$ cat src/gxc_pkg.sv
// Package with register map, field layout and types for gesture exit control
//
// Notes on behaviour
// - Gesture end: sum of unmasked direction diodes below exit level.
// - Session ends on a gesture end only when the exit persistence count is also met.
// - Exit level zero never ends a session; only clearing mode does.
// - FIFO datasets at the level count raise the irq if enabled.
// - FIFO level field 0,1,2,3 selects 1,4,8,16 datasets.
// - Mask bit 0 drops right, 1 left, 2 down, 3 up.
// - Mask all zeros sums every diode; all ones sums none.
// - Session ends when consecutive gesture ends reach the count.
// - Persistence field 0,1,2,3 selects 1st, 2nd, 4th, 7th end.
// - Session starts on near result at entry level, no persistence.
package gxc_pkg;

    // ****************************************************************
    // Register map
    // ****************************************************************
    localparam logic [7:0] EXIT_LEVEL_ADDR  = 8'ha1;
    localparam logic [7:0] CONFIG_ONE_ADDR  = 8'ha2;
    localparam logic [7:0] EXIT_LEVEL_RESET = 8'h00;
    localparam logic [7:0] CONFIG_ONE_RESET = 8'h00;
    localparam logic [7:0] UNMAPPED_READ    = 8'h00;

    // ****************************************************************
    // Field positions in the second configuration register
    // ****************************************************************
    localparam int FIFO_LVL_HI = 7;
    localparam int FIFO_LVL_LO = 6;
    localparam int MASK_HI     = 5;
    localparam int MASK_LO     = 2;
    localparam int PERSIST_HI  = 1;
    localparam int PERSIST_LO  = 0;

    // Mask bit positions within the mask field
    localparam int MASK_RIGHT = 0;
    localparam int MASK_LEFT  = 1;
    localparam int MASK_DOWN  = 2;
    localparam int MASK_UP    = 3;

    // Dataset counts selected by the FIFO level field
    localparam logic [5:0] FIFO_CNT_0 = 6'h01;
    localparam logic [5:0] FIFO_CNT_1 = 6'h04;
    localparam logic [5:0] FIFO_CNT_2 = 6'h08;
    localparam logic [5:0] FIFO_CNT_3 = 6'h10;

    // Consecutive gesture-end counts selected by the persistence field
    localparam logic [2:0] PERS_CNT_0 = 3'h1;
    localparam logic [2:0] PERS_CNT_1 = 3'h2;
    localparam logic [2:0] PERS_CNT_2 = 3'h4;
    localparam logic [2:0] PERS_CNT_3 = 3'h7;

    // One detection cycle of the four direction diodes
    typedef struct packed {
        logic [7:0] up;
        logic [7:0] down;
        logic [7:0] left;
        logic [7:0] right;
    } gxc_diodes_t;

    // Register write/read request from the serial host interface
    typedef struct packed {
        logic       wr;
        logic [7:0] addr;
        logic [7:0] wdata;
    } gxc_reg_req_t;

    typedef enum logic [0:0] {
        GXC_IDLE   = 1'b0,
        GXC_ACTIVE = 1'b1
    } gxc_state_t;

endpackage

$ cat src/gxc_exit_ctrl.sv
// Gesture session entry/exit decision and FIFO level interrupt logic
`timescale 1ns/1ns
module gxc_exit_ctrl (
    // Clock and reset
    input  wire logic                 clk,
    input  wire logic                 srst,
    // Register port from the serial host interface
    input  wire gxc_pkg::gxc_reg_req_t reg_req,
    output logic [7:0]                reg_rdata_r,
    // Gesture mode bit and entry inputs
    input  wire logic                 gesture_mode,
    input  wire logic                 near_valid,
    input  wire logic [7:0]           near_result,
    input  wire logic [7:0]           entry_level,
    // Direction diode data, one pulse per detection cycle
    input  wire logic                 cycle_done,
    input  wire gxc_pkg::gxc_diodes_t four_direction_diodes,
    // FIFO status
    input  wire logic [5:0]           fifo_level,
    input  wire logic                 fifo_irq_enable,
    // Results
    output logic                      gesture_session_active,
    output logic                      exit_pulse_r,
    output logic                      fifo_irq_r
);

    // ****************************************************************
    // Decode helpers
    // ****************************************************************

    // Dataset count that raises the FIFO interrupt
    function automatic logic [5:0] fifo_target(input logic [1:0] fld);
        case (fld)
            2'h0:    fifo_target = gxc_pkg::FIFO_CNT_0;
            2'h1:    fifo_target = gxc_pkg::FIFO_CNT_1;
            2'h2:    fifo_target = gxc_pkg::FIFO_CNT_2;
            default: fifo_target = gxc_pkg::FIFO_CNT_3;
        endcase
    endfunction

    // Consecutive gesture-end count that ends the session
    function automatic logic [2:0] persist_target(input logic [1:0] fld);
        case (fld)
            2'h0:    persist_target = gxc_pkg::PERS_CNT_0;
            2'h1:    persist_target = gxc_pkg::PERS_CNT_1;
            2'h2:    persist_target = gxc_pkg::PERS_CNT_2;
            default: persist_target = gxc_pkg::PERS_CNT_3;
        endcase
    endfunction

    // Sum of the diodes whose mask bit is clear
    function automatic logic [9:0] masked_sum(input gxc_pkg::gxc_diodes_t d,
                                              input logic [3:0] m);
        logic [9:0] s;
        s = 10'h000;
        if (!m[gxc_pkg::MASK_RIGHT]) s = s + {2'h0, d.right};
        if (!m[gxc_pkg::MASK_LEFT])  s = s + {2'h0, d.left};
        if (!m[gxc_pkg::MASK_DOWN])  s = s + {2'h0, d.down};
        if (!m[gxc_pkg::MASK_UP])    s = s + {2'h0, d.up};
        masked_sum = s; // Zero mask sums all, full mask none
    endfunction

    // ****************************************************************
    // Configuration registers
    // ****************************************************************
    logic [7:0] exit_level_r, exit_level_nxt;
    logic [7:0] config_one_r, config_one_nxt;
    logic [7:0] reg_rdata_nxt;
    logic [1:0] fifo_irq_level;
    logic [3:0] exit_channel_mask;
    logic [1:0] exit_persist_field;

    assign fifo_irq_level     = config_one_r[gxc_pkg::FIFO_LVL_HI:
                                             gxc_pkg::FIFO_LVL_LO];
    assign exit_channel_mask  = config_one_r[gxc_pkg::MASK_HI:
                                             gxc_pkg::MASK_LO];
    assign exit_persist_field = config_one_r[gxc_pkg::PERSIST_HI:
                                             gxc_pkg::PERSIST_LO];

    // Writes store, reads return the stored value one cycle later
    always_comb begin
        exit_level_nxt = exit_level_r;
        config_one_nxt = config_one_r;
        if (reg_req.wr && reg_req.addr == gxc_pkg::EXIT_LEVEL_ADDR) begin
            exit_level_nxt = reg_req.wdata;
        end
        if (reg_req.wr && reg_req.addr == gxc_pkg::CONFIG_ONE_ADDR) begin
            config_one_nxt = reg_req.wdata;
        end
        case (reg_req.addr)
            gxc_pkg::EXIT_LEVEL_ADDR: reg_rdata_nxt = exit_level_r;
            gxc_pkg::CONFIG_ONE_ADDR: reg_rdata_nxt = config_one_r;
            default:                  reg_rdata_nxt = gxc_pkg::UNMAPPED_READ;
        endcase
    end

    always_ff @(posedge clk) begin
        if (srst) begin
            exit_level_r <= gxc_pkg::EXIT_LEVEL_RESET;
            config_one_r <= gxc_pkg::CONFIG_ONE_RESET;
            reg_rdata_r  <= gxc_pkg::UNMAPPED_READ;
        end else begin
            exit_level_r <= exit_level_nxt;
            config_one_r <= config_one_nxt;
            reg_rdata_r  <= reg_rdata_nxt;
        end
    end

    // ****************************************************************
    // Session state machine and gesture-end persistence
    // ****************************************************************
    gxc_pkg::gxc_state_t state_r, state_nxt;
    logic [2:0] exit_persist_count_r, exit_persist_count_nxt;
    logic       exit_pulse_nxt;
    logic       session_active_nxt;
    logic       gesture_end;
    logic [9:0] exit_sum;

    assign exit_sum = masked_sum(four_direction_diodes, exit_channel_mask);
    // Zero level can never be undercut, so a session stays open
    assign gesture_end = (exit_level_r != 8'h00) &&
                         (exit_sum < {2'h0, exit_level_r});
    // Entry ignores proximity persistence: one result at or above level suffices
    always_comb begin
        state_nxt              = state_r;
        exit_persist_count_nxt = exit_persist_count_r;
        exit_pulse_nxt         = 1'b0;
        case (state_r)
            gxc_pkg::GXC_IDLE: begin
                exit_persist_count_nxt = 3'h0;
                if (gesture_mode && near_valid &&
                    near_result >= entry_level) begin
                    state_nxt = gxc_pkg::GXC_ACTIVE;
                end
            end
            gxc_pkg::GXC_ACTIVE: begin
                if (!gesture_mode) begin
                    state_nxt = gxc_pkg::GXC_IDLE;
                end else if (cycle_done) begin
                    if (!gesture_end) begin
                        exit_persist_count_nxt = 3'h0;
                    end else if (exit_persist_count_r + 3'h1 >=
                                 persist_target(exit_persist_field)) begin
                        state_nxt      = gxc_pkg::GXC_IDLE;
                        exit_pulse_nxt = 1'b1;
                    end else begin
                        exit_persist_count_nxt = exit_persist_count_r + 3'h1;
                    end
                end
            end
            default: state_nxt = gxc_pkg::GXC_IDLE;
        endcase
        // Output flop follows the next state, so no decoder sits on the pin
        session_active_nxt = (state_nxt == gxc_pkg::GXC_ACTIVE);
    end

    always_ff @(posedge clk) begin
        if (srst) begin
            state_r              <= gxc_pkg::GXC_IDLE;
            exit_persist_count_r <= 3'h0;
            exit_pulse_r         <= 1'b0;
            gesture_session_active <= 1'b0;
        end else begin
            state_r              <= state_nxt;
            exit_persist_count_r <= exit_persist_count_nxt;
            exit_pulse_r         <= exit_pulse_nxt;
            gesture_session_active <= session_active_nxt;
        end
    end

    // ****************************************************************
    // FIFO level interrupt
    // ****************************************************************
    logic fifo_irq_nxt;

    // Level interrupt: follows the FIFO, so draining it drops the line
    always_comb begin
        fifo_irq_nxt = fifo_irq_enable &&
                       (fifo_level >= fifo_target(fifo_irq_level));
    end

    always_ff @(posedge clk) begin
        if (srst) begin
            fifo_irq_r <= 1'b0;
        end else begin
            fifo_irq_r <= fifo_irq_nxt;
        end
    end

endmodule

$ cat config.mk
export PLATFORM = sky130hd
export DESIGN_NAME = gxc_exit_ctrl
export DESIGN_NICKNAME = d
export VERILOG_FILES = /design/src/gxc_pkg.sv /design/src/gxc_exit_ctrl.sv
export SDC_FILE = /design/constraint.sdc
export NUM_CORES = 1
export LEC_CHECK = 0
export BUFFER_PORTS_ARGS = -buffer_cell sky130_fd_sc_hd__buf_4
export CORE_MARGIN = 2
export CORE_UTILIZATION = 58
export DETAILED_ROUTE_END_ITERATION = 16
export HOLD_SLACK_MARGIN = 0.1
export PLACE_DENSITY = 0.87
export SYNTH_ARGS = -nofsm -noshare
export SYNTH_HDL_FRONTEND = slang
export SYNTH_SLANG_ARGS = --single-unit
export TNS_END_PERCENT = 20
$ cat constraint.sdc
create_clock -name clk -period 10.2 [get_ports clk]
set_input_delay 2.04 -clock clk [delete_from_list [all_inputs] [get_ports clk]]
set_output_delay 2.04 -clock clk [all_outputs]
set_load 0.02 [all_outputs]
After elaboration in Yosys (flattened, before gate mapping)

Cells that the tools add are included.

Bits in registers: 30
Latch bits: 0
Bits in writable memories: 0
Memory bits (read-only): 0
Input port bits: 77
Output and inout port bits: 11
Word-level logic and storage cells: 62
Memories: 0

$add $sub $neg: 4
$mul: 0
Div/mod/pow operators: 0
Magnitude comparators: 4
Eq/ne operators: 9
Shift-type cells: 0
Multiplexer cells: 23
Bitwise operators: 4
Reduce and logical (&&, ||, !) cells: 11

Operators with widths:

| kind                | count |
|---|---|
| $add 10x8->10       | 3 |
| $mux 10             | 3 |
| $mux 3              | 8 |
| $eq 8x8->1 const B  | 2 |
| $pmux 8 s2          | 1 |
| $pmux 5 s3          | 1 |
| $lt 10x8->1         | 1 |
| $pmux 3 s3          | 1 |
| $ge 8x8->1          | 1 |
| $mux 8              | 1 |
| $reduce_bool 8->1   | 1 |
| $ge 6x6->1          | 1 |
| $logic_and 1x1->1   | 6 |
| $mux 1              | 6 |
| $pmux 3 s2          | 1 |
| $reduce_or 5->1     | 1 |
| $eq 2x1->1 const B  | 2 |
| $eq 2x2->1 const B  | 2 |
| $logic_not 2->1     | 2 |
| $ne 2x2->1 const B  | 2 |
| $not 1->1           | 4 |
| $add 3x1->3 const B | 1 |
| $ge 3x3->1          | 1 |
| $ne 3x3->1 const B  | 1 |
| other kinds (2)     | 2 |

Longest topological paths before layout

Gate-level depths: netlist of run 1.

Depth in word-level cells: 19
Gate-level depth with buffers: 28
Gate-level depth less buffers: 27

Least setup slack after synthesis of run 1

OpenSTA, ideal clock, no wires.

Kind: input port to flip-flop
Start point: in four_direction_diodes[1] (netlist bit)
End point: reg exit_persist_count_r[2]
Setup time: 0.079 ns
Arrival time: 6.629 ns
Data required time: 10.121 ns
Slack: 3.492 ns
Stages: 27
Path buffers: 0
Cells stage by stage: nor2b_1 > ha_1 > a21o_1 > maj3_1 > xnor2_1 > nor2_1 > xor2_1 > ha_1 > o21ai_0 > nor2_1 > o21ai_0 > a21oi_1 > a211oi_1 > a21o_1 > ha_1 > o21a_1 > o31ai_1 > or2b_1 > a21oi_1 > xor2_1 > nor2_1 > a21o_1 > ha_1 > o21ai_0 > o221ai_2 > or2_1 > o211ai_1

Word-level cells in the longest chain between the ends: 13
Elaborated cells on any way between the ends: 15
Classes of those cells: 3 x add/sub; 1 x order compare; 1 x eq/ne; 8 x mux; 2 x reduce/logical

Ends and longest elaborated chain:

| element                | RTL line             | text |
|---|---|---|
| start: declaration     | gxc_exit_ctrl.sv:17  | `input wire gxc_pkg::gxc_diodes_t four_direction_diodes,` |
| $mux 8 *               | gxc_exit_ctrl.sv:56  | `if (!m[gxc_pkg::MASK_RIGHT]) s = s + {2'h0, d.right};` |
| $add 10x8->10          | gxc_exit_ctrl.sv:57  | `if (!m[gxc_pkg::MASK_LEFT]) s = s + {2'h0, d.left};` |
| $mux 10 *              | gxc_exit_ctrl.sv:57  |  |
| $add 10x8->10          | gxc_exit_ctrl.sv:58  | `if (!m[gxc_pkg::MASK_DOWN]) s = s + {2'h0, d.down};` |
| $mux 10 *              | gxc_exit_ctrl.sv:58  |  |
| $add 10x8->10          | gxc_exit_ctrl.sv:59  | `if (!m[gxc_pkg::MASK_UP]) s = s + {2'h0, d.up};` |
| $mux 10 *              | gxc_exit_ctrl.sv:59  |  |
| $lt 10x8->1 *          | gxc_exit_ctrl.sv:122 | `(exit_sum < {2'h0, exit_level_r});` |
| $logic_and 1x1->1 *    | gxc_exit_ctrl.sv:121 | `assign gesture_end = (exit_level_r != 8'h00) &&` |
| $mux 3                 | gxc_exit_ctrl.sv:140 | `if (!gesture_end) begin` |
| $mux 3                 | gxc_exit_ctrl.sv:139 | `end else if (cycle_done) begin` |
| $mux 3                 | gxc_exit_ctrl.sv:137 | `if (!gesture_mode) begin` |
| $pmux 3 s2             | gxc_exit_ctrl.sv:128 | `case (state_r)` |
| end signal: assignment | gxc_exit_ctrl.sv:165 | `exit_persist_count_r <= exit_persist_count_nxt;` |
| end: declaration       | gxc_exit_ctrl.sv:113 | `logic [2:0] exit_persist_count_r, exit_persist_count_nxt;` |

Every way passes the cells marked *; elsewhere a longest branch is shown, timed or not. The select of a mux whose other input is x is not followed.
A chain may end at the register's enable or synchronous reset.

Final worst setup path of run 1

Start point: in four_direction_diodes[1] (netlist bit)
End point: reg state_r

Word-level cells in the longest chain between the ends: 13

Ends and longest elaborated chain:

| element                | RTL line             | text |
|---|---|---|
| $mux 8 *               | gxc_exit_ctrl.sv:56  |  |
| $add 10x8->10          | gxc_exit_ctrl.sv:57  |  |
| $mux 10 *              | gxc_exit_ctrl.sv:57  |  |
| $add 10x8->10          | gxc_exit_ctrl.sv:58  |  |
| $mux 10 *              | gxc_exit_ctrl.sv:58  |  |
| $add 10x8->10          | gxc_exit_ctrl.sv:59  |  |
| $mux 10 *              | gxc_exit_ctrl.sv:59  |  |
| $lt 10x8->1 *          | gxc_exit_ctrl.sv:122 |  |
| $logic_and 1x1->1 *    | gxc_exit_ctrl.sv:121 |  |
| $mux 1 *               | gxc_exit_ctrl.sv:140 |  |
| $mux 1 *               | gxc_exit_ctrl.sv:139 |  |
| $mux 1 *               | gxc_exit_ctrl.sv:137 |  |
| $pmux 1 s2 *           | gxc_exit_ctrl.sv:128 |  |
| end signal: assignment | gxc_exit_ctrl.sv:159 | `state_r <= gxc_pkg::GXC_IDLE;` |
| end signal: assignment | gxc_exit_ctrl.sv:164 | `state_r <= state_nxt;` |
| end: declaration       | gxc_exit_ctrl.sv:112 | `gxc_pkg::gxc_state_t state_r, state_nxt;` |

Every way passes the cells marked *; elsewhere a longest branch is shown, timed or not.

==> flow_metrics.env, run 1 <==
export IMPL_ff2ff_setup_slack_ns=4.34
export IMPL_maxCapViolations=0
export IMPL_finalSetupViolations=0
export IMPL_io_pins=88
export IMPL_first_global_vias=3189
export IMPL_dr_pass1_iters=4
export IMPL_cts_buffers=5
export IMPL_synth_edf_count=0
export IMPL_timing_slew_headroom=0.288
export IMPL_rows=27
export IMPL_synth_distinct_cells=58
export IMPL_netlist_area_um2=3190
export IMPL_holdPathStages=1
export IMPL_globalplace_congestion=0.919
export IMPL_viasPerCell=5.90
export IMPL_min_from="exit_persist_count_r[1]"
export IMPL_r2r_end="state_r"
export IMPL_diodes=0
export IMPL_r2r_worst_path_cells=27
export IMPL_coreArea_um2=5410
export IMPL_yosysWarningCount=0
export IMPL_synthArstFlopShare=0
export IMPL_p_total_w=0.000508
export IMPL_maxSlewViolCount=0
export IMPL_grt_overflow=0
export IMPL_rsz0062_at_grt="no"
export IMPL_cp_start_kind="primary input"
export IMPL_synth_seq_area_share=0.188
export IMPL_cts_sinks=30
export IMPL_fin_area_um2=3980
export IMPL_final_nets=621
export IMPL_dieArea_um2=6120
export IMPL_die_width_um=78.2
export IMPL_arrival_ns=7.33
export IMPL_cts_root_buf="clkbuf_8"
export IMPL_ctsHoldBuffers=0
export IMPL_placed_area_um2=3880
export IMPL_ant_nets=0
export IMPL_clk_latency_ns=0.29
export IMPL_post_route_period_util=0.700
export IMPL_cp_end_kind="register"
export IMPL_postCtsSetupRepairBufs=0
export IMPL_hold_violations=0
export IMPL_layout_cells_non_filler=566
export IMPL_drc=0
export IMPL_worstHoldEndpoint="exit_persist_count_r[1]"
export IMPL_grt_antenna_before_repair=0
export IMPL_syn_inst=412
export IMPL_portBuffers=87
export IMPL_synth_top_cell_by_area="dfxtp_1"
export IMPL_grt_pass1_wl_mm=13.8
export IMPL_yosysTopAreaCellShare=0.188
export IMPL_timing_final_crit_period_ns=7.14
export IMPL_r2r_start="config_one_r[2]"
export IMPL_die_height_um=78.2
export IMPL_synth_nets=540
export IMPL_placed_cells=558
export IMPL_clk_path_buf_depth=2
export IMPL_initial_core_util=0.591
export IMPL_dp_hpwl_mm=6.34
export IMPL_wl_per_cell_um=14.3
export IMPL_avgSynthCellArea_um2=7.75
export IMPL_routed_wl_mm=8.10
export IMPL_ys_top_cells_by_area="dfxtp_1 19%, ha_1 19%, a21oi_1 5.8%"
export IMPL_final_core_util=0.735
export IMPL_hp_class="register to register"
export IMPL_finalSetupTns_ns=0
export IMPL_area_growth_pct=24.4
export IMPL_outcome="complete, no violations"
export IMPL_ys_flop_type="dfxtp_1"
export IMPL_cts_tree="done"
export IMPL_path_class="primary input to register"
export IMPL_htreeDepth=2
export IMPL_cts_resized=0
export IMPL_grt_max_degree=28
export IMPL_vias=3341
export IMPL_crit_fanout=5
export IMPL_p_per_area_nw_per_um2=128
export IMPL_fmax_mhz=140
export IMPL_path_clk_slew_ns=0.06
export IMPL_ys_seq_elements=30
export IMPL_power_leakage_nw=1.75
export IMPL_worstMarginPinSlew_ns=1.06
export IMPL_required_ns=10.39
export IMPL_fin_skew_ns=0.00634
export IMPL_drive_above_1_share=0.219
export IMPL_grt_usage=0.270
export IMPL_ir_drop_uv=147
export IMPL_drt_iter0_markers=152
## cell usage after synthesis, types with 2 or more instances
cell type  count
fa_1           3
o211ai_1       2
ha_1          48
nand3_1       24
a211o_1        5
nand2b_1       6
or3_1          2
o21a_1         6
nand2_1       30
clkbuf_1       9
a211oi_1      10
nor4_1         4
nand4_1        2
o31ai_1        6
xnor2_1        6
a21boi_0       4
inv_1         31
nor2b_1       12
a31oi_1        3
a21o_1        15
xor2_1         5
o21ai_0       19
nor3b_1        2
nor2_1        37
buf_1          2
nor3b_2        2
dfxtp_1       30
nand3b_1       3
o21ai_1        3
nor3_1         3
nor4b_1        2
a21oi_1       37
a22oi_1        9
mux2_2         6
## layer usage
metal	wire, µm	part of all wire	track usage
met2	4070	0.50	0.488
met4	106	0.013	0.0754
met5	0	0	0
met3	468	0.058	0.0368
met1	3460	0.43	0.335
## stage by stage
step	setup WS, ns	hold WS (ns)
CTS	3.13	0.495
global placement	3.13	0.471
global route	2.65	0.517
detailed placement	2.85	0.479
finish	3.06	0.488
floorplan	3.49	0.453
## final cells by class
class | instances | area (µm²)
clock inverters | 1 | 5.00
fillers | 441 | 1430
multi-input cells | 337 | 2420
repair buffers | 87 | 653
inverters | 32 | 120
well taps | 72 | 90.1
clock buffers | 7 | 86.3
flip-flops and latches | 30 | 601
## critical path: stages
cell	delay (ns)
buf_4	0.07
nor2b_1	0.25
ha_1	0.30
a21o_1	0.20
maj3_1	0.37
xnor2_1	0.15
nor2_1	0.07
xor2_1	0.19
ha_1	0.35
o21ai_0	0.09
nor2_1	0.18
o21ai_0	0.15
a21oi_1	0.25
a211oi_1	0.08
a21o_1	0.20
ha_1	0.31
o21a_1	0.12
o31ai_1	0.10
or2b_1	0.26
a21oi_1	0.20
xor2_1	0.19
nor2_1	0.06
a21o_1	0.16
ha_1	0.26
o21ai_0	0.09
o221ai_2	0.29
nor4_1	0.09
nor4b_1	0.24
## cell families (layout without fill, tap and decap cells)
family	count (synthesis)	in the layout	share of synthesized area
xor+xnor	11	11	0.0302
compound gates	130	130	0.272
mux	8	8	0.0290
flops	30	30	0.188
fa+ha+maj	53	53	0.213
buf+inv	45	127	0.0544
simple gates	135	135	0.213
## registers in the layout, indices dropped and copies added (netlist names)
| register | flops |
|---|---|
| exit_persist_count_r | 3 |
| config_one_r | 8 |
| fifo_irq_r | 1 |
| exit_level_r | 8 |
| exit_pulse_r | 1 |
| reg_rdata_r | 8 |
| state_r | 1 |
## power breakdown
part | leakage (nW) | internal (W) | switching [W] | total, W
Clock | 0.0482 | 0.0000543 | 0.0000451 | 0.0000994
Combinational | 1.46 | 0.000142 | 0.000149 | 0.000291
Sequential | 0.242 | 0.000118 | 0.000000409 | 0.000118
Total | 1.75 | 0.000314 | 0.000194 | 0.000508
## cell usage in the layout, fill, tap and decap left out, types with 9 or more instances in the layout
cell,instances
a22oi_1,9
nand2_1,30
ha_1,48
nand3_1,24
inv_1,31
a211oi_1,10
o21ai_0,19
a21oi_1,37
nor2b_1,12
dfxtp_1,30
nor2_1,37
a21o_1,15
buf_4,87
## worst max path at each step
stage	endpoint	from	slack [ns]
final	state_r	four_direction_diodes[1]	3.06
after global routing	state_r	four_direction_diodes[1]	2.65
after CTS	state_r	four_direction_diodes[1]	3.13
after detailed placement	state_r	four_direction_diodes[1]	2.85
after global placement	state_r	four_direction_diodes[1]	3.13
after floorplan	exit_persist_count_r[2]	four_direction_diodes[1]	3.49
Power figures use the tool's default switching activity.
==> inputs of run 2 (changes only) <==
Settings changed: CORE_UTILIZATION 58 to 54, PLACE_DENSITY 0.87 to 0.82.
Clock period 10.2 ns to 7.3 ns, I/O delays scaled along.
==> run 2 against run 1 <==
  * Sequential cell count stayed put
  * Setup slack worse by 2.3 ns
  * Core utilization is 5.1 points lower
  * Sequential share of layout area hardly changed
  * Clock-buffer cell count is 1 lower
  * Die area is 7.0% higher
  * Cell area hardly changed
  * Clock power is 31% higher
  * Clock skew is 0.0036 ns lower
  * Via count is 2.7% lower
  * Register-to-register slack worse by 2.8 ns
  * Critical endpoint unchanged
==> flow_metrics.env, run 2 (synthesis results as in run 1) <==
export IMPL_p_sw_w=0.000258
export IMPL_htreeDepth=2
export IMPL_postCtsSetupRepairBufs=0
export IMPL_cts_tree="done"
export IMPL_crit_fanout=5
export IMPL_drc=0
export IMPL_final_nets=622
export IMPL_cts_root_buf="clkbuf_8"
export IMPL_arrival_ns=6.70
export IMPL_fin_ws_ns=0.794
export IMPL_portBuffers=87
export IMPL_cts_buffers=5
export IMPL_maxCapViolations=0
export IMPL_post_route_period_util=0.891
export IMPL_initial_core_util=0.549
export IMPL_timing_slew_headroom=0.326
export IMPL_diodes=0
export IMPL_globalplace_congestion=0.876
export IMPL_r2r_worst_path_cells=27
export IMPL_fin_skew_ns=0.00269
export IMPL_cp_start_kind="primary input"
export IMPL_grt_max_degree=28
export IMPL_first_global_vias=3121
export IMPL_clk_path_buf_depth=2
export IMPL_finalSetupViolations=0
export IMPL_seq_power_share=0.239
export IMPL_p_per_area_nw_per_um2=174
export IMPL_grt_antenna_before_repair=0
export IMPL_cp_end_kind="register"
export IMPL_coreArea_um2=5820
export IMPL_p_int_w=0.000434
export IMPL_wl_per_cell_um=13.8
export IMPL_die_width_um=80.9
export IMPL_ant_nets=0
export IMPL_routed_wl_mm=7.86
export IMPL_drive_above_1_share=0.219
export IMPL_holdWs_ns=0.492
export IMPL_hold_violations=0
export IMPL_clk_latency_ns=0.28
export IMPL_timing_final_crit_period_ns=6.51
export IMPL_placed_cells=562
export IMPL_finalSetupTns_ns=0
export IMPL_path_class="primary input to register"
export IMPL_clock_power_share=0.187
export IMPL_io_pins=88
export IMPL_ir_drop_uv=118
export IMPL_worstMarginPinSlew_ns=1.01
export IMPL_grt_overflow=0
export IMPL_multi_input_area_um2=2420
export IMPL_outcome="complete, no violations"
export IMPL_reg_top3="config_one_r: 8 flops, exit_level_r: 8 flops, reg_rdata_r: 8 flops"
export IMPL_ff2ff_setup_slack_ns=1.51
export IMPL_path_clk_slew_ns=0.06
export IMPL_power_leakage_nw=1.75
export IMPL_dieArea_um2=6550
export IMPL_fill_cells=529
export IMPL_rows=28
export IMPL_vias=3252
export IMPL_area_growth_pct=24.5
export IMPL_holdPathStages=2
export IMPL_seq_area_um2=601
export IMPL_rsz0062_at_grt="no"
export IMPL_maxSlewViolCount=0
export IMPL_cts_resized=0
export IMPL_fmax_mhz=154
export IMPL_grt_pass1_wl_mm=13.3
export IMPL_viasPerCell=5.73
export IMPL_layout_common_cells="88 x buf_4, 48 x ha_1, 37 x nor2_1, 37 x a21oi_1, 31 x inv_1"
export IMPL_drt_iter0_markers=163
export IMPL_ctsHoldBuffers=0
export IMPL_combPwrFrac=0.574
export IMPL_power_share_switching=0.372
export IMPL_grt_usage=0.254
export IMPL_hp_class="register to register"
export IMPL_required_ns=7.49
export IMPL_place_ws_ns=0.544
export IMPL_dr_pass1_iters=4
export IMPL_layout_commonest_cell="buf_4"
export IMPL_dp_hpwl_mm=6.50
export IMPL_die_height_um=80.9
export IMPL_cts_sinks=30
export IMPL_layout_cells_non_filler=568
-- run 2: cell count changes in the layout (fill, tap and decap cells not counted) --
cell / before / now
buf_4: 87 / 88
clkinv_2: 1 / 0
clkbuf_1: 1 / 0
-- run 2: path summary, 6_finish.rpt --
check / start / endpoint
setup reg to reg: config_one_r[2] / state_r
setup / recovery: four_direction_diodes[1] / state_r
hold / removal: exit_level_r[3] / exit_level_r[3]
hold reg to reg: exit_level_r[3] / exit_level_r[3]
-- run 2: cell type report --
type,count,share of cell area
Clock buffer,6,0.0208
Inverter,32,0.0302
Multi-Input combinational cell,337,0.608
Sequential cell,30,0.151
Tap cell,75,0.0236
Timing Repair Buffer,88,0.166
-- run 2: power by group through the flow --
stage	sequential [W]	combinational (W)	clock [W]
after floorplan	0.000169	0.000297	0
after global placement	0.000168	0.000382	0
after detailed placement	0.000168	0.000395	0
after CTS	0.000165	0.000396	0.000132
after global routing	0.000165	0.000450	0.000138
final	0.000165	0.000397	0.000130
-- run 2: worst max-delay path, cell delays in order --
cell and delay (ns):
buf_4 0.07, nor2b_1 0.29, ha_1 0.29, a21o_1 0.21, maj3_1 0.37, xnor2_1 0.16
nor2_1 0.07, xor2_1 0.18, ha_1 0.35, o21ai_0 0.10, nor2_1 0.18, o21ai_0 0.14
a21oi_1 0.22, a211oi_1 0.07, a21o_1 0.20, ha_1 0.32, o21a_1 0.12, o31ai_1 0.10
or2b_1 0.26, a21oi_1 0.17, xor2_1 0.17, nor2_1 0.06, a21o_1 0.16, ha_1 0.26
o21ai_0 0.09, o221ai_2 0.29, nor4_1 0.09, nor4b_1 0.23
-- run 2: metal layers --
metal	routed length [µm]	part of all wire	up-vias	GRT usage
met5	0	0	-	0
met4	165	0.021	0	0.0983
met3	435	0.055	18	0.0422
met2	3880	0.49	98	0.445
met1	3370	0.43	1470	0.309
li1	-	-	1666	-
-- run 2: metrics by stage --
stage          area [µm²]   util  total power (W)
2_1_floorplan        3190      -         0.000466
3_3_place_gp         3890  0.670         0.000550
3_5_place_dp         3890  0.670         0.000563
4_1_cts              3980  0.684         0.000694
5_1_grt              3980  0.684         0.000753
6_report             3980  0.684         0.000692
==> inputs of run 3 (changes only) <==
Settings changed: CORE_ASPECT_RATIO set to 0.6.
==> run 3 against run 2 <==
  * Non-clock buffer count down 1
  * Worst hold slack improved by 0.018 ns
  * Setup slack got worse by 0.21 ns
  * Sequential share of layout area is 0.22 points lower
  * Clock skew is 0.0057 ns higher
  * Register-to-register slack worse by 0.29 ns
  * Cell area grew 1.5%
  * Combinational power grew 4%
  * Largest power group unchanged
  * Highest routed layer unchanged
==> flow_metrics.env, run 3 (synthesis results as in run 1) <==
export IMPL_hp_class="register to register"
export IMPL_layout_commonest_cell="buf_4"
export IMPL_layout_cells_non_filler=574
export IMPL_routed_wl_mm=8.41
export IMPL_power_leakage_nw=1.78
export IMPL_final_core_util=0.715
export IMPL_ir_drop_uv=101
export IMPL_cts_sinks=30
export IMPL_coreArea_um2=5650
export IMPL_reg_top3="config_one_r: 8 flops, exit_level_r: 8 flops, reg_rdata_r: 8 flops"
export IMPL_seq_power_share=0.209
export IMPL_grt_antenna_before_repair=0
export IMPL_cp_end_kind="register"
export IMPL_diodes=0
export IMPL_area_growth_pct=26.4
export IMPL_ctsHoldBuffers=0
export IMPL_grt_pass1_wl_mm=13.8
export IMPL_finalSetupViolations=0
export IMPL_worst_path_buf_inv=1
export IMPL_multi_input_area_um2=2420
export IMPL_maxCapViolations=0
export IMPL_path_class="primary input to register"
export IMPL_cpPeakStageDelay_ns=0.39
export IMPL_clk_path_buf_depth=2
export IMPL_maxSlewViolCount=0
export IMPL_rsz0062_at_grt="no"
export IMPL_slowest_stage="maj3_1"
export IMPL_layout_common_cells="87 x buf_4, 48 x ha_1, 37 x nor2_1, 37 x a21oi_1, 31 x inv_1"
export IMPL_cts_buffers=5
export IMPL_cts_tree="done"
export IMPL_postCtsSetupRepairBufs=0
export IMPL_ff2ff_setup_slack_ns=1.22
export IMPL_grt_overflow=0
export IMPL_required_ns=7.48
export IMPL_drt_iter0_markers=193
export IMPL_seq_area_um2=601
export IMPL_clk_latency_ns=0.29
export IMPL_fill_cells=459
export IMPL_outcome="complete, no violations"
export IMPL_die_width_um=103
export IMPL_timing_slew_headroom=0.305
export IMPL_dieArea_um2=6570
export IMPL_wl_per_cell_um=14.7
export IMPL_crit_path_frequent_cell="ha_1"
export IMPL_path_delay_family="compound AO/OA/AOI/OAI gates"
export IMPL_dp_hpwl_mm=6.66
export IMPL_clock_power_share=0.266
export IMPL_path_clk_slew_ns=0.07
export IMPL_post_route_period_util=0.920
export IMPL_first_global_vias=3037
export IMPL_p_per_area_nw_per_um2=195
export IMPL_p_int_w=0.000508
export IMPL_portBuffers=87
export IMPL_drc=0
export IMPL_cts_resized=0
export IMPL_ant_nets=0
export IMPL_combPwrFrac=0.524
export IMPL_fin_skew_ns=0.00843
export IMPL_hold_violations=0
export IMPL_drive_above_1_share=0.221
export IMPL_globalplace_congestion=0.866
export IMPL_finalSetupTns_ns=0
export IMPL_grt_usage=0.264
export IMPL_htreeDepth=2
export IMPL_placed_cells=566
export IMPL_crit_fanout=5
export IMPL_p_total_w=0.000787
export IMPL_initial_core_util=0.565
export IMPL_p_sw_w=0.000279
export IMPL_vias=3321
export IMPL_io_pins=88
export IMPL_power_share_switching=0.355
export IMPL_worstMarginPinSlew_ns=1.04
export IMPL_final_nets=621
export IMPL_rows=21
export IMPL_arrival_ns=6.90
export IMPL_dr_pass1_iters=5
export IMPL_cts_root_buf="clkbuf_8"
export IMPL_die_height_um=63.6
export IMPL_viasPerCell=5.79
export IMPL_timing_final_crit_period_ns=6.72
export IMPL_fmax_mhz=149
export IMPL_grt_max_degree=28
export IMPL_cp_start_kind="primary input"
==> run 3: changes by cell type in the layout (fill, tap and decap cells not counted) <==
cell | before | now
bufinv_16 | 0 | 2
buf_4 | 88 | 87
==> run 3: final cells by class <==
cell class | count | area share
multi-input combinational | 337 | 0.600
timing repair buffer | 87 | 0.162
sequential | 30 | 0.149
inverter | 32 | 0.0298
tap | 80 | 0.0248
clock buffer | 6 | 0.0205
clock inverter | 2 | 0.0149
==> run 3: path summary, 6_finish.rpt <==
kind                                          startpoint              end  cells after the start
worst max-delay path            four_direction_diodes[1]          state_r                     28
worst min register to register           exit_level_r[5]  exit_level_r[5]                      2
worst min-delay path                     exit_level_r[5]  exit_level_r[5]                      2
worst max register to register           config_one_r[2]          state_r                     27
==> run 3: power by group through the flow <==
stage	sequential (W)	clock, W	combinational (W)
2_1_floorplan	0.000169	0	0.000297
3_3_place_gp	0.000168	0	0.000383
3_5_place_dp	0.000169	0	0.000398
4_1_cts	0.000165	0.000213	0.000403
5_1_grt	0.000165	0.000220	0.000462
6_report	0.000165	0.000209	0.000413
==> run 3: routing by layer <==
metal	track usage	routed length (µm)	vias up
met5	0	0	-
met4	0.0543	59	0
met3	0.0610	708	9
met2	0.394	3620	131
met1	0.387	4030	1523
li1	-	-	1658
==> run 3: stage by stage <==
step / setup WS [ns] / area (µm²) / hold slack, ns
2_1_floorplan: 1.17 / 3190 / 0.453
3_3_place_gp: 0.599 / 3890 / 0.473
3_5_place_dp: 0.384 / 3890 / 0.482
4_1_cts: 0.655 / 4040 / 0.497
5_1_grt: 0.195 / 4040 / 0.527
6_report: 0.583 / 4040 / 0.510
==> run 3: worst reg2reg max path: cells and delay by family (launching register included) <==
family                     cells  cell delay [ns]
and+or+nand+nor                7             1.15
DFF                            1             0.65
adders and majority gates      5             1.66
xor gates and xnor gates       3             0.48
AOI/OAI and AO/OA             12             2.04
